$ cat src/hdl/cantw_pkg.sv
package cantw_pkg;
    localparam int unsigned CLK_MHZ      = 250;
    localparam int unsigned PULSE_MIN_NS = 500;
    localparam int unsigned PULSE_MAX_US = 500;
    localparam int unsigned GAP_MAX_US   = 500;
    localparam int unsigned WINDOW_US    = 1000;
    localparam int unsigned PULSE_MIN_CYC = PULSE_MIN_NS * CLK_MHZ / 1000;
    localparam int unsigned PULSE_MAX_CYC = PULSE_MAX_US * CLK_MHZ;
    localparam int unsigned GAP_MAX_CYC   = GAP_MAX_US * CLK_MHZ;
    localparam int unsigned WINDOW_CYC    = WINDOW_US * CLK_MHZ;
    localparam int unsigned CNT_W         = 20;
    localparam logic [1:0]  PULSES_WAKE   = 2'h3;
    localparam int unsigned SLEW_W        = 2;
    localparam int unsigned SLEW_STEP     = 4;
    typedef enum logic [1:0] {
        CANTW_TRANSCEIVE_MODE     = 2'b00,
        CANTW_SLEEP    = 2'b01,
        CANTW_RESUME   = 2'b10
    } cantw_mode_t;
endpackage

$ cat src/hdl/cantw_core.sv
`timescale 1ns/1ps
module cantw_core
    import cantw_pkg::*;
#(
    parameter int unsigned PULSE_MAX = PULSE_MAX_CYC,
    parameter int unsigned GAP_MAX   = GAP_MAX_CYC,
    parameter int unsigned WIN_MAX   = WINDOW_CYC
) (
    // Clock and reset
    input  wire logic              clk_i,
    input  wire logic              rst_b_i,
    // Control
    input  wire logic              sleep_req_i,
    input  wire logic              transceive_mode_req_i,
    input  wire logic              wake_en_i,
    input  wire logic [SLEW_W-1:0] slew_i,
    input  wire logic              stop_mode_i,
    input  wire logic              second_supply_rail_i,
    // Controller side
    input  wire logic              txd_i,
    output logic                   rxd_o,
    // Bus side
    input  wire logic              bus_dom_i,
    input  wire logic              wu_dom_i,
    output logic                   drv_dom_o,
    output logic                   drv_en_b_o,
    output logic                   rcv_en_o,
    // Status
    output logic                   transceive_mode_o,
    output logic                   bus_wake_flag_o,
    output logic                   wake_o,
    output logic                   int_pulse_o
);
    localparam logic [CNT_W-1:0] C_MIN = CNT_W'(PULSE_MIN_CYC);
    localparam logic [CNT_W-1:0] C_MAX = CNT_W'(PULSE_MAX);
    localparam logic [CNT_W-1:0] C_GAP = CNT_W'(GAP_MAX);
    localparam logic [CNT_W-1:0] C_WIN = CNT_W'(WIN_MAX);
    localparam logic [CNT_W-1:0] C_ONE = CNT_W'(1);
    localparam logic [7:0] S_STEP = 8'(SLEW_STEP);

    // Pin synchronisers
    logic [1:0] s_txd, s_bus, s_wu;
    always_ff @(posedge clk_i or negedge rst_b_i) begin
        if (!rst_b_i) begin
            s_txd <= 2'b11;
            s_bus <= 2'b00;
            s_wu  <= 2'b00;
        end else begin
            s_txd <= {s_txd[0], txd_i};
            s_bus <= {s_bus[0], bus_dom_i};
            s_wu  <= {s_wu[0], wu_dom_i};
        end
    end
    logic txd_s, bus_s, wu_s;
    assign txd_s = s_txd[1];
    assign bus_s = s_bus[1];
    assign wu_s  = s_wu[1];

    // Mode control
    cantw_mode_t mode, next_mode;
    logic        wake_flag, next_wake_flag;
    logic        arming;
    // Shared decode of the one mode in which the bus is served
    function automatic logic is_transceive_mode(input cantw_mode_t m);
        return m == CANTW_TRANSCEIVE_MODE;
    endfunction
    always_comb begin
        next_mode = mode;
        case (mode)
            CANTW_TRANSCEIVE_MODE: begin
                // Rail state deliberately ignored here
                if (sleep_req_i) begin
                    next_mode = CANTW_SLEEP;
                end
            end
            CANTW_SLEEP: begin
                if (transceive_mode_req_i) begin
                    next_mode = CANTW_RESUME;
                end
            end
            CANTW_RESUME: begin
                // One cycle held recessive before following the pin
                next_mode = sleep_req_i ? CANTW_SLEEP : CANTW_TRANSCEIVE_MODE;
            end
            default: begin
                next_mode = CANTW_TRANSCEIVE_MODE;
            end
        endcase
    end
    assign arming = (mode == CANTW_SLEEP) && wake_en_i;

    // Slew shaping: a step delay per setting on driven edges
    logic [7:0] slew_cnt, next_slew_cnt;
    logic       drv, next_drv;
    logic       drv_tgt;
    assign drv_tgt = is_transceive_mode(mode) && !txd_s;
    always_comb begin
        next_slew_cnt = slew_cnt;
        next_drv      = drv;
        if (!is_transceive_mode(mode)) begin
            next_drv      = 1'b0;
            next_slew_cnt = 8'h00;
        end else if (drv_tgt != drv) begin
            if (slew_cnt >= 8'(slew_i) * S_STEP) begin
                next_drv      = drv_tgt;
                next_slew_cnt = 8'h00;
            end else begin
                next_slew_cnt = slew_cnt + 8'h01;
            end
        end else begin
            next_slew_cnt = 8'h00;
        end
    end

    // Wake-up pattern detection
    logic [CNT_W-1:0] wid, next_wid, gap, next_gap, win, next_win;
    logic [1:0]       pcnt, next_pcnt;
    logic             wu_d, next_wu_d, wake_ev;
    always_comb begin
        next_wid  = wid;
        next_gap  = gap;
        next_win  = win;
        next_pcnt = pcnt;
        next_wu_d = wu_s;
        wake_ev   = 1'b0;
        if (!arming || wake_flag) begin
            next_wid  = '0;
            next_gap  = '0;
            next_win  = '0;
            next_pcnt = 2'h0;
        end else begin
            // Counters run on the core clock
            if (wu_s && wid != C_MAX) begin
                next_wid = wid + C_ONE;
            end
            if (!wu_s) begin
                next_wid = '0;
            end
            if (pcnt != 2'h0) begin
                if (gap != C_GAP) begin
                    next_gap = gap + C_ONE;
                end
                if (win != C_WIN) begin
                    next_win = win + C_ONE;
                end
            end
            if (wu_d && !wu_s) begin
                // Only width matters, not frame content
                if (wid > C_MIN && wid < C_MAX) begin
                    // Window opens at the rising edge of the first pulse,
                    // so its width counts against the pattern time
                    if (win >= C_WIN) begin
                        next_pcnt = 2'h1;
                        next_win  = wid;
                    end else if (pcnt == PULSES_WAKE - 2'h1) begin
                        next_pcnt = PULSES_WAKE;
                        wake_ev   = 1'b1;
                    end else begin
                        next_pcnt = pcnt + 2'h1;
                        if (pcnt == 2'h0) begin
                            next_win = wid;
                        end
                    end
                    next_gap = '0;
                end else begin
                    next_pcnt = 2'h0;
                    next_win  = '0;
                    next_gap  = '0;
                end
            end else if (pcnt != 2'h0 && gap >= C_GAP) begin
                next_pcnt = 2'h0;
                next_win  = '0;
                next_gap  = '0;
            end
        end
    end
    always_comb begin
        next_wake_flag = wake_flag;
        if (mode == CANTW_RESUME) begin
            next_wake_flag = 1'b0;
        end
        if (wake_ev) begin
            next_wake_flag = 1'b1;
        end
    end

    // Receive pin parks high while the receiver is off
    logic int_p, next_int_p, next_rxd;
    always_comb begin
        next_int_p = wake_ev && stop_mode_i;
        next_rxd   = is_transceive_mode(mode) ? !bus_s : 1'b1;
    end
    always_ff @(posedge clk_i or negedge rst_b_i) begin
        if (!rst_b_i) begin
            mode      <= CANTW_TRANSCEIVE_MODE;
            slew_cnt  <= 8'h00;
            drv       <= 1'b0;
            wid       <= '0;
            gap       <= '0;
            win       <= '0;
            pcnt      <= 2'h0;
            wu_d      <= 1'b0;
            wake_flag <= 1'b0;
            int_p     <= 1'b0;
            rxd_o     <= 1'b1;
        end else begin
            mode      <= next_mode;
            slew_cnt  <= next_slew_cnt;
            drv       <= next_drv;
            wid       <= next_wid;
            gap       <= next_gap;
            win       <= next_win;
            pcnt      <= next_pcnt;
            wu_d      <= next_wu_d;
            wake_flag <= next_wake_flag;
            int_p     <= next_int_p;
            rxd_o     <= next_rxd;
        end
    end

    assign drv_dom_o         = drv;
    assign drv_en_b_o        = !is_transceive_mode(mode);
    assign rcv_en_o          = is_transceive_mode(mode);
    assign transceive_mode_o = is_transceive_mode(mode);
    assign bus_wake_flag_o   = wake_flag;
    assign wake_o            = wake_flag;
    assign int_pulse_o       = int_p;

    logic unused_rail;
    assign unused_rail = second_supply_rail_i;

    sleep_drv_off_a: assert property (
        @(posedge clk_i) disable iff (!rst_b_i)
        mode == CANTW_SLEEP |-> drv_en_b_o && !drv_dom_o && !rcv_en_o)
        else $error("Driver active in sleep");
    rx_parked_a: assert property (
        @(posedge clk_i) disable iff (!rst_b_i)
        !is_transceive_mode(mode) |=> rxd_o)
        else $error("Receive pin not parked high");
    sleep_any_rail_a: assert property (
        @(posedge clk_i) disable iff (!rst_b_i)
        mode == CANTW_TRANSCEIVE_MODE && sleep_req_i |=> mode == CANTW_SLEEP)
        else $error("Sleep request not taken");
    resume_recess_a: assert property (
        @(posedge clk_i) disable iff (!rst_b_i)
        mode == CANTW_RESUME |-> !drv_dom_o ##1 !drv_dom_o)
        else $error("Resume not recessive");
    slew_hold_a: assert property (
        @(posedge clk_i) disable iff (!rst_b_i)
        is_transceive_mode(mode) && !sleep_req_i && slew_cnt < 8'(slew_i) * S_STEP
        |=> $stable(drv_dom_o))
        else $error("Driver edge before slew delay");
    tx_follow_a: assert property (
        @(posedge clk_i) disable iff (!rst_b_i)
        is_transceive_mode(mode) && !sleep_req_i && slew_i == 2'h0
        |=> drv_dom_o == !$past(txd_s))
        else $error("Driver does not follow transmit pin");
    wake_needs_en_a: assert property (
        @(posedge clk_i) disable iff (!rst_b_i)
        $rose(wake_flag) |-> $past(arming))
        else $error("Wake without enable");
    counters_idle_a: assert property (
        @(posedge clk_i) disable iff (!rst_b_i)
        !arming |=> pcnt == 2'h0 && gap == '0 && win == '0)
        else $error("Wake counters not cleared");
    wake_three_a: assert property (
        @(posedge clk_i) disable iff (!rst_b_i)
        $rose(wake_flag) |-> $past(pcnt) == PULSES_WAKE - 2'h1)
        else $error("Wake before three pulses");
    good_pulse_cnt_a: assert property (
        @(posedge clk_i) disable iff (!rst_b_i)
        arming && !wake_flag && wu_d && !wu_s && wid > C_MIN && wid < C_MAX
        && win < C_WIN |=> pcnt == $past(pcnt) + 2'h1)
        else $error("Accepted pulse not counted");
    bad_pulse_clr_a: assert property (
        @(posedge clk_i) disable iff (!rst_b_i)
        arming && !wake_flag && wu_d && !wu_s && wid <= C_MIN |=> pcnt == 2'h0)
        else $error("Short pulse kept count");
    long_pulse_clr_a: assert property (
        @(posedge clk_i) disable iff (!rst_b_i)
        arming && !wake_flag && wu_d && !wu_s && wid >= C_MAX |=> pcnt == 2'h0)
        else $error("Long pulse kept count");
    gap_clear_a: assert property (
        @(posedge clk_i) disable iff (!rst_b_i)
        arming && !wake_flag && pcnt != 2'h0 && gap >= C_GAP
        && !(wu_d && !wu_s) |=> pcnt == 2'h0)
        else $error("Gap timeout kept count");
    gap_tick_a: assert property (
        @(posedge clk_i) disable iff (!rst_b_i)
        arming && !wake_flag && pcnt != 2'h0 && gap < C_GAP
        && !(wu_d && !wu_s) |=> gap == $past(gap) + C_ONE)
        else $error("Gap timer not running");
    win_restart_a: assert property (
        @(posedge clk_i) disable iff (!rst_b_i)
        arming && !wake_flag && wu_d && !wu_s && wid > C_MIN && wid < C_MAX
        && win >= C_WIN |=> pcnt == 2'h1 && !wake_flag)
        else $error("Wake outside pattern window");
    flag_hold_a: assert property (
        @(posedge clk_i) disable iff (!rst_b_i)
        wake_flag && mode != CANTW_RESUME |=> wake_flag)
        else $error("Wake flag dropped early");
    flag_clear_a: assert property (
        @(posedge clk_i) disable iff (!rst_b_i)
        mode == CANTW_RESUME |=> !wake_flag)
        else $error("Wake flag kept in transceive");
    int_stop_a: assert property (
        @(posedge clk_i) disable iff (!rst_b_i)
        wake_ev && stop_mode_i |=> int_pulse_o ##1 !int_pulse_o || wake_ev)
        else $error("Stop wake pulse missing");
    int_cause_a: assert property (
        @(posedge clk_i) disable iff (!rst_b_i)
        int_pulse_o |-> $past(wake_ev && stop_mode_i) && bus_wake_flag_o)
        else $error("Interrupt pulse without stop wake");
    rx_follow_a: assert property (
        @(posedge clk_i) disable iff (!rst_b_i)
        mode == CANTW_TRANSCEIVE_MODE && $past(mode) == CANTW_TRANSCEIVE_MODE |=>
        rxd_o == !$past(bus_s))
        else $error("Receive output wrong");
endmodule

$ cat config.mk
export PLATFORM = sky130hd
export DESIGN_NAME = cantw_core
export DESIGN_NICKNAME = d
export VERILOG_FILES = /design/src/hdl/cantw_pkg.sv /design/src/hdl/cantw_core.sv
export SDC_FILE = /design/constraint.sdc
export NUM_CORES = 1
export LEC_CHECK = 0
export BUFFER_PORTS_ARGS = -buffer_cell sky130_fd_sc_hd__buf_4
export CAP_MARGIN = 0
export CORE_MARGIN = 2
export CORE_UTILIZATION = 55
export DETAILED_ROUTE_END_ITERATION = 10
export GPL_ROUTABILITY_DRIVEN = 0
export PLACE_DENSITY_LB_ADDON = 0.3
export SYNTH_ARGS = -nofsm -noshare
export SYNTH_HDL_FRONTEND = slang
export SYNTH_SLANG_ARGS = --single-unit
$ cat constraint.sdc
create_clock -name clk_i -period 2 [get_ports clk_i]
set_input_delay 0.6 -clock clk_i [delete_from_list [all_inputs] [get_ports clk_i]]
set_output_delay 0.6 -clock clk_i [all_outputs]
set_load 0.02 [all_outputs]
==> impl_results.md <==
* Largest net degree at the start of global routing at 84
* Pin slew with the least headroom to its limit at 0.514 ns
* CTS sink cnt at 83
* Worst hold slack at 0.258 ns
* Final min period at 2.00 ns
* Wire per inst at 16.2 microns
* Crit path buf inv count at 1
* Die Wd at 93.0 microns
* CP Cell Sequence: or4_4, nor2_4, and4b_4, nor3_4, a31oi_4, buf_12, o21ai_1
* Buffers on Ports at 18
* Synthesized area per cell at 9.96 sq um
* DR iter-0 viols at 182
* Final Max Tran Viols at 0
* Grt total ovfl at 0
* Reg2reg start: wid[10]$_DFFE_PN0P_
* Cell Rows at 32
* Pwr dens at 578 nW/um^2
* Total track usage at 0.252
* Final number of hold-violating endpoints at 0
* VDD IR max at 534 uV
* Layout cells sized above 1 at 0.307
* First-pass GRT wire length at 17100 microns
* Critical Path Source Type: register
* Root buf cell: clkbuf_8
* CP max stage cell: or4_4
* Drt via density at 5.66
* Vias in the first global route at 3691
* Flops & latches, synth at 83
* Chip Height at 93.0 microns
* Max Cap Violations at 0
* CP Launch Point: wid[10]$_DFFE_PN0P_
* Final WS setup at 0.000345 ns
* Synth-to-Final Area Change at 27.6%
* Status: complete, no violations
* Achievable Freq at 500 MHz
* Initial antenna violation count at 0
* Drt drc at 0
* Worst Path Arrival at 2.24 ns
* WS Path Type: reg -> reg
* Clock transition at path regs at 0.10 ns
* Synth Flop Type: dfrtp_1
* Die ar. at 8640 sq um
* Delay-heaviest family, CP: simple AND/OR/NAND/NOR gates
* Slew headroom at 0.657
* Maximum fanout along the worst path at 11
* Distinct cells, synth at 56
* Slowest stage delay, CP at 0.56 ns
* Post-Syn Area at 4350 sq um
* YS warnings at 0
* Clock Path Buffers at 2
* Static Leak at 2.45 nW
* H-tree depth at 3
* Number of synthesized flops with an enable pin at 0
* Num CTS Buffers at 9
* Dpl ws at -0.232 ns
* Drt pass-1 iters at 5
* Post-synthesis cell count at 437
* Final Util at 0.722
* Routed vias at 3631
* IO Pins at 20
* Hold Crit Class: in -> async
* Number of diodes at 0
* CORE AREA at 7690 sq um
* Routed WL at 10400 microns
* Detailed placement HPWL at 7100 microns
* Fin nets at 561
* CP required at 2.24 ns
* Layout Skew at 0.0141 ns
* Final setup viols at 0
* Seq/Total Area, Yosys at 0.478
* Clock Latency Late Sink at 0.37 ns
* Antenna viol nets, final at 0
* Post-synth ARST share at 1.00
* TritonCTS clock tree: built
* Fin crit share at 1.00
* Initial Util at 0.566
* RSZ-0062 raised after global routing: yes
* Setup crit end kind: register
[synthesized netlist by cell type (all sizes together) (3+ instances only)]
master | count | share of area
dfstp | 3 | 0.018
buf | 6 | 0.010
nand3 | 23 | 0.026
and3 | 7 | 0.010
and4 | 9 | 0.018
dfrtp | 80 | 0.46
xnor2 | 19 | 0.038
inv | 21 | 0.018
nand4 | 19 | 0.027
xor2 | 34 | 0.068
nand2 | 38 | 0.033
nor4bb | 3 | 0.0069
clkbuf | 6 | 0.0055
ha | 14 | 0.040
a31oi | 3 | 0.0078
nor3 | 8 | 0.012
nor4 | 7 | 0.014
or3 | 5 | 0.0072
and2 | 7 | 0.010
nor2 | 60 | 0.053
a21oi | 9 | 0.011
o21ai | 21 | 0.031
o22ai | 3 | 0.0043
[what timing repair did]
item                                    in CTS  in global routing
pin swaps                                    2                 18
resized for setup                            7                 39
endpoints found under the setup margin      20                 34
hold buffers                                 0                  0
buffers inserted                             4                  3
[sequential cells by signal, indices dropped and copies added (netlist names)]
register and cells:
bus_wake_flag_o 1, wu_d 1, wid 20, slew_cnt 8, s_bus 2, pcnt 2, mode 2, rxd_o 1
int_pulse_o 1, drv_dom_o 1, win 20, s_wu 2, gap 20, s_txd 2
[kinds of logic (layout without fill, tap and decap cells)]
family / after synthesis / count (layout) / share of synthesized area
buf+inv: 33 / 134 / 0.0336
compound gates: 51 / 51 / 0.0891
simple gates: 198 / 198 / 0.242
fa+ha+maj: 14 / 14 / 0.0403
flops: 83 / 83 / 0.478
other cells: 1 / 3 / 0.000862
xor+xnor: 53 / 53 / 0.107
mux: 4 / 4 / 0.00978
[report_power, final]
group	switching (W)	total (W)	internal (W)
Sequential	0.0000161	0.00172	0.00170
Combinational	0.000141	0.000236	0.0000957
Clock	0.000667	0.00126	0.000588
Total	0.000824	0.00321	0.00238
[cell usage in the layout (no fill, tap or decap), types with 8 or more instances in the layout]
cell type / n
buf_4: 93
dfrtp_1: 79
nor2_1: 56
nand2_1: 36
xor2_1: 33
nand3_1: 23
inv_1: 19
nand4_1: 19
xnor2_1: 17
ha_1: 12
clkbuf_8: 9
o21ai_2: 8
[cell type report]
class,instances,area (sq um)
clock buffers,9,124
inverters,21,78.8
flip-flops and latches,83,2080
well taps,102,128
fillers,535,2130
clock inverters,7,77.6
multi-input cells,323,2300
repair buffers,97,761
[worst paths after layout]
path / endpoint / slack (ns) / depth (start not counted)
worst min-delay path: slew_cnt[6]$_DFF_PN0_ / 0.26 / 2
worst max-delay path: win[4]$_DFF_PN0_ / 0.0003 / 7
min in group clk_i: s_wu[0]$_DFF_PN0_ / 0.34 / 1
worst max register to register: win[4]$_DFF_PN0_ / 0.0003 / 7
worst min register to register: s_wu[1]$_DFF_PN0_ / 0.35 / 0
max in group asynchronous: s_txd[0]$_DFF_PN1_ / 1.37 / 2
[through the flow]
| step | instances | TNS, ns | power (W) | area (sq um) |
|---|---|---|---|---|
| floorplan | 439 | 0 | 0.00185 | 4370 |
| global placement | 619 | -3.04 | 0.00197 | 5130 |
| detailed placement | 619 | -3.18 | 0.00198 | 5130 |
| CTS | 639 | 0 | 0.00322 | 5380 |
| global route | 642 | -0.832 | 0.00330 | 5550 |
| finish | 642 | 0 | 0.00321 | 5550 |
[metal layers]
metal	routed length, microns	vias up	share of wire	global-route usage
li1	-	1708	-	-
met3	301	25	0.029	0.0496
met5	0	-	0	0
met2	5570	76	0.53	0.458
met4	232	0	0.022	0.0882
met1	4320	1822	0.41	0.295
No activity file was read; power rests on OpenSTA's default activity.
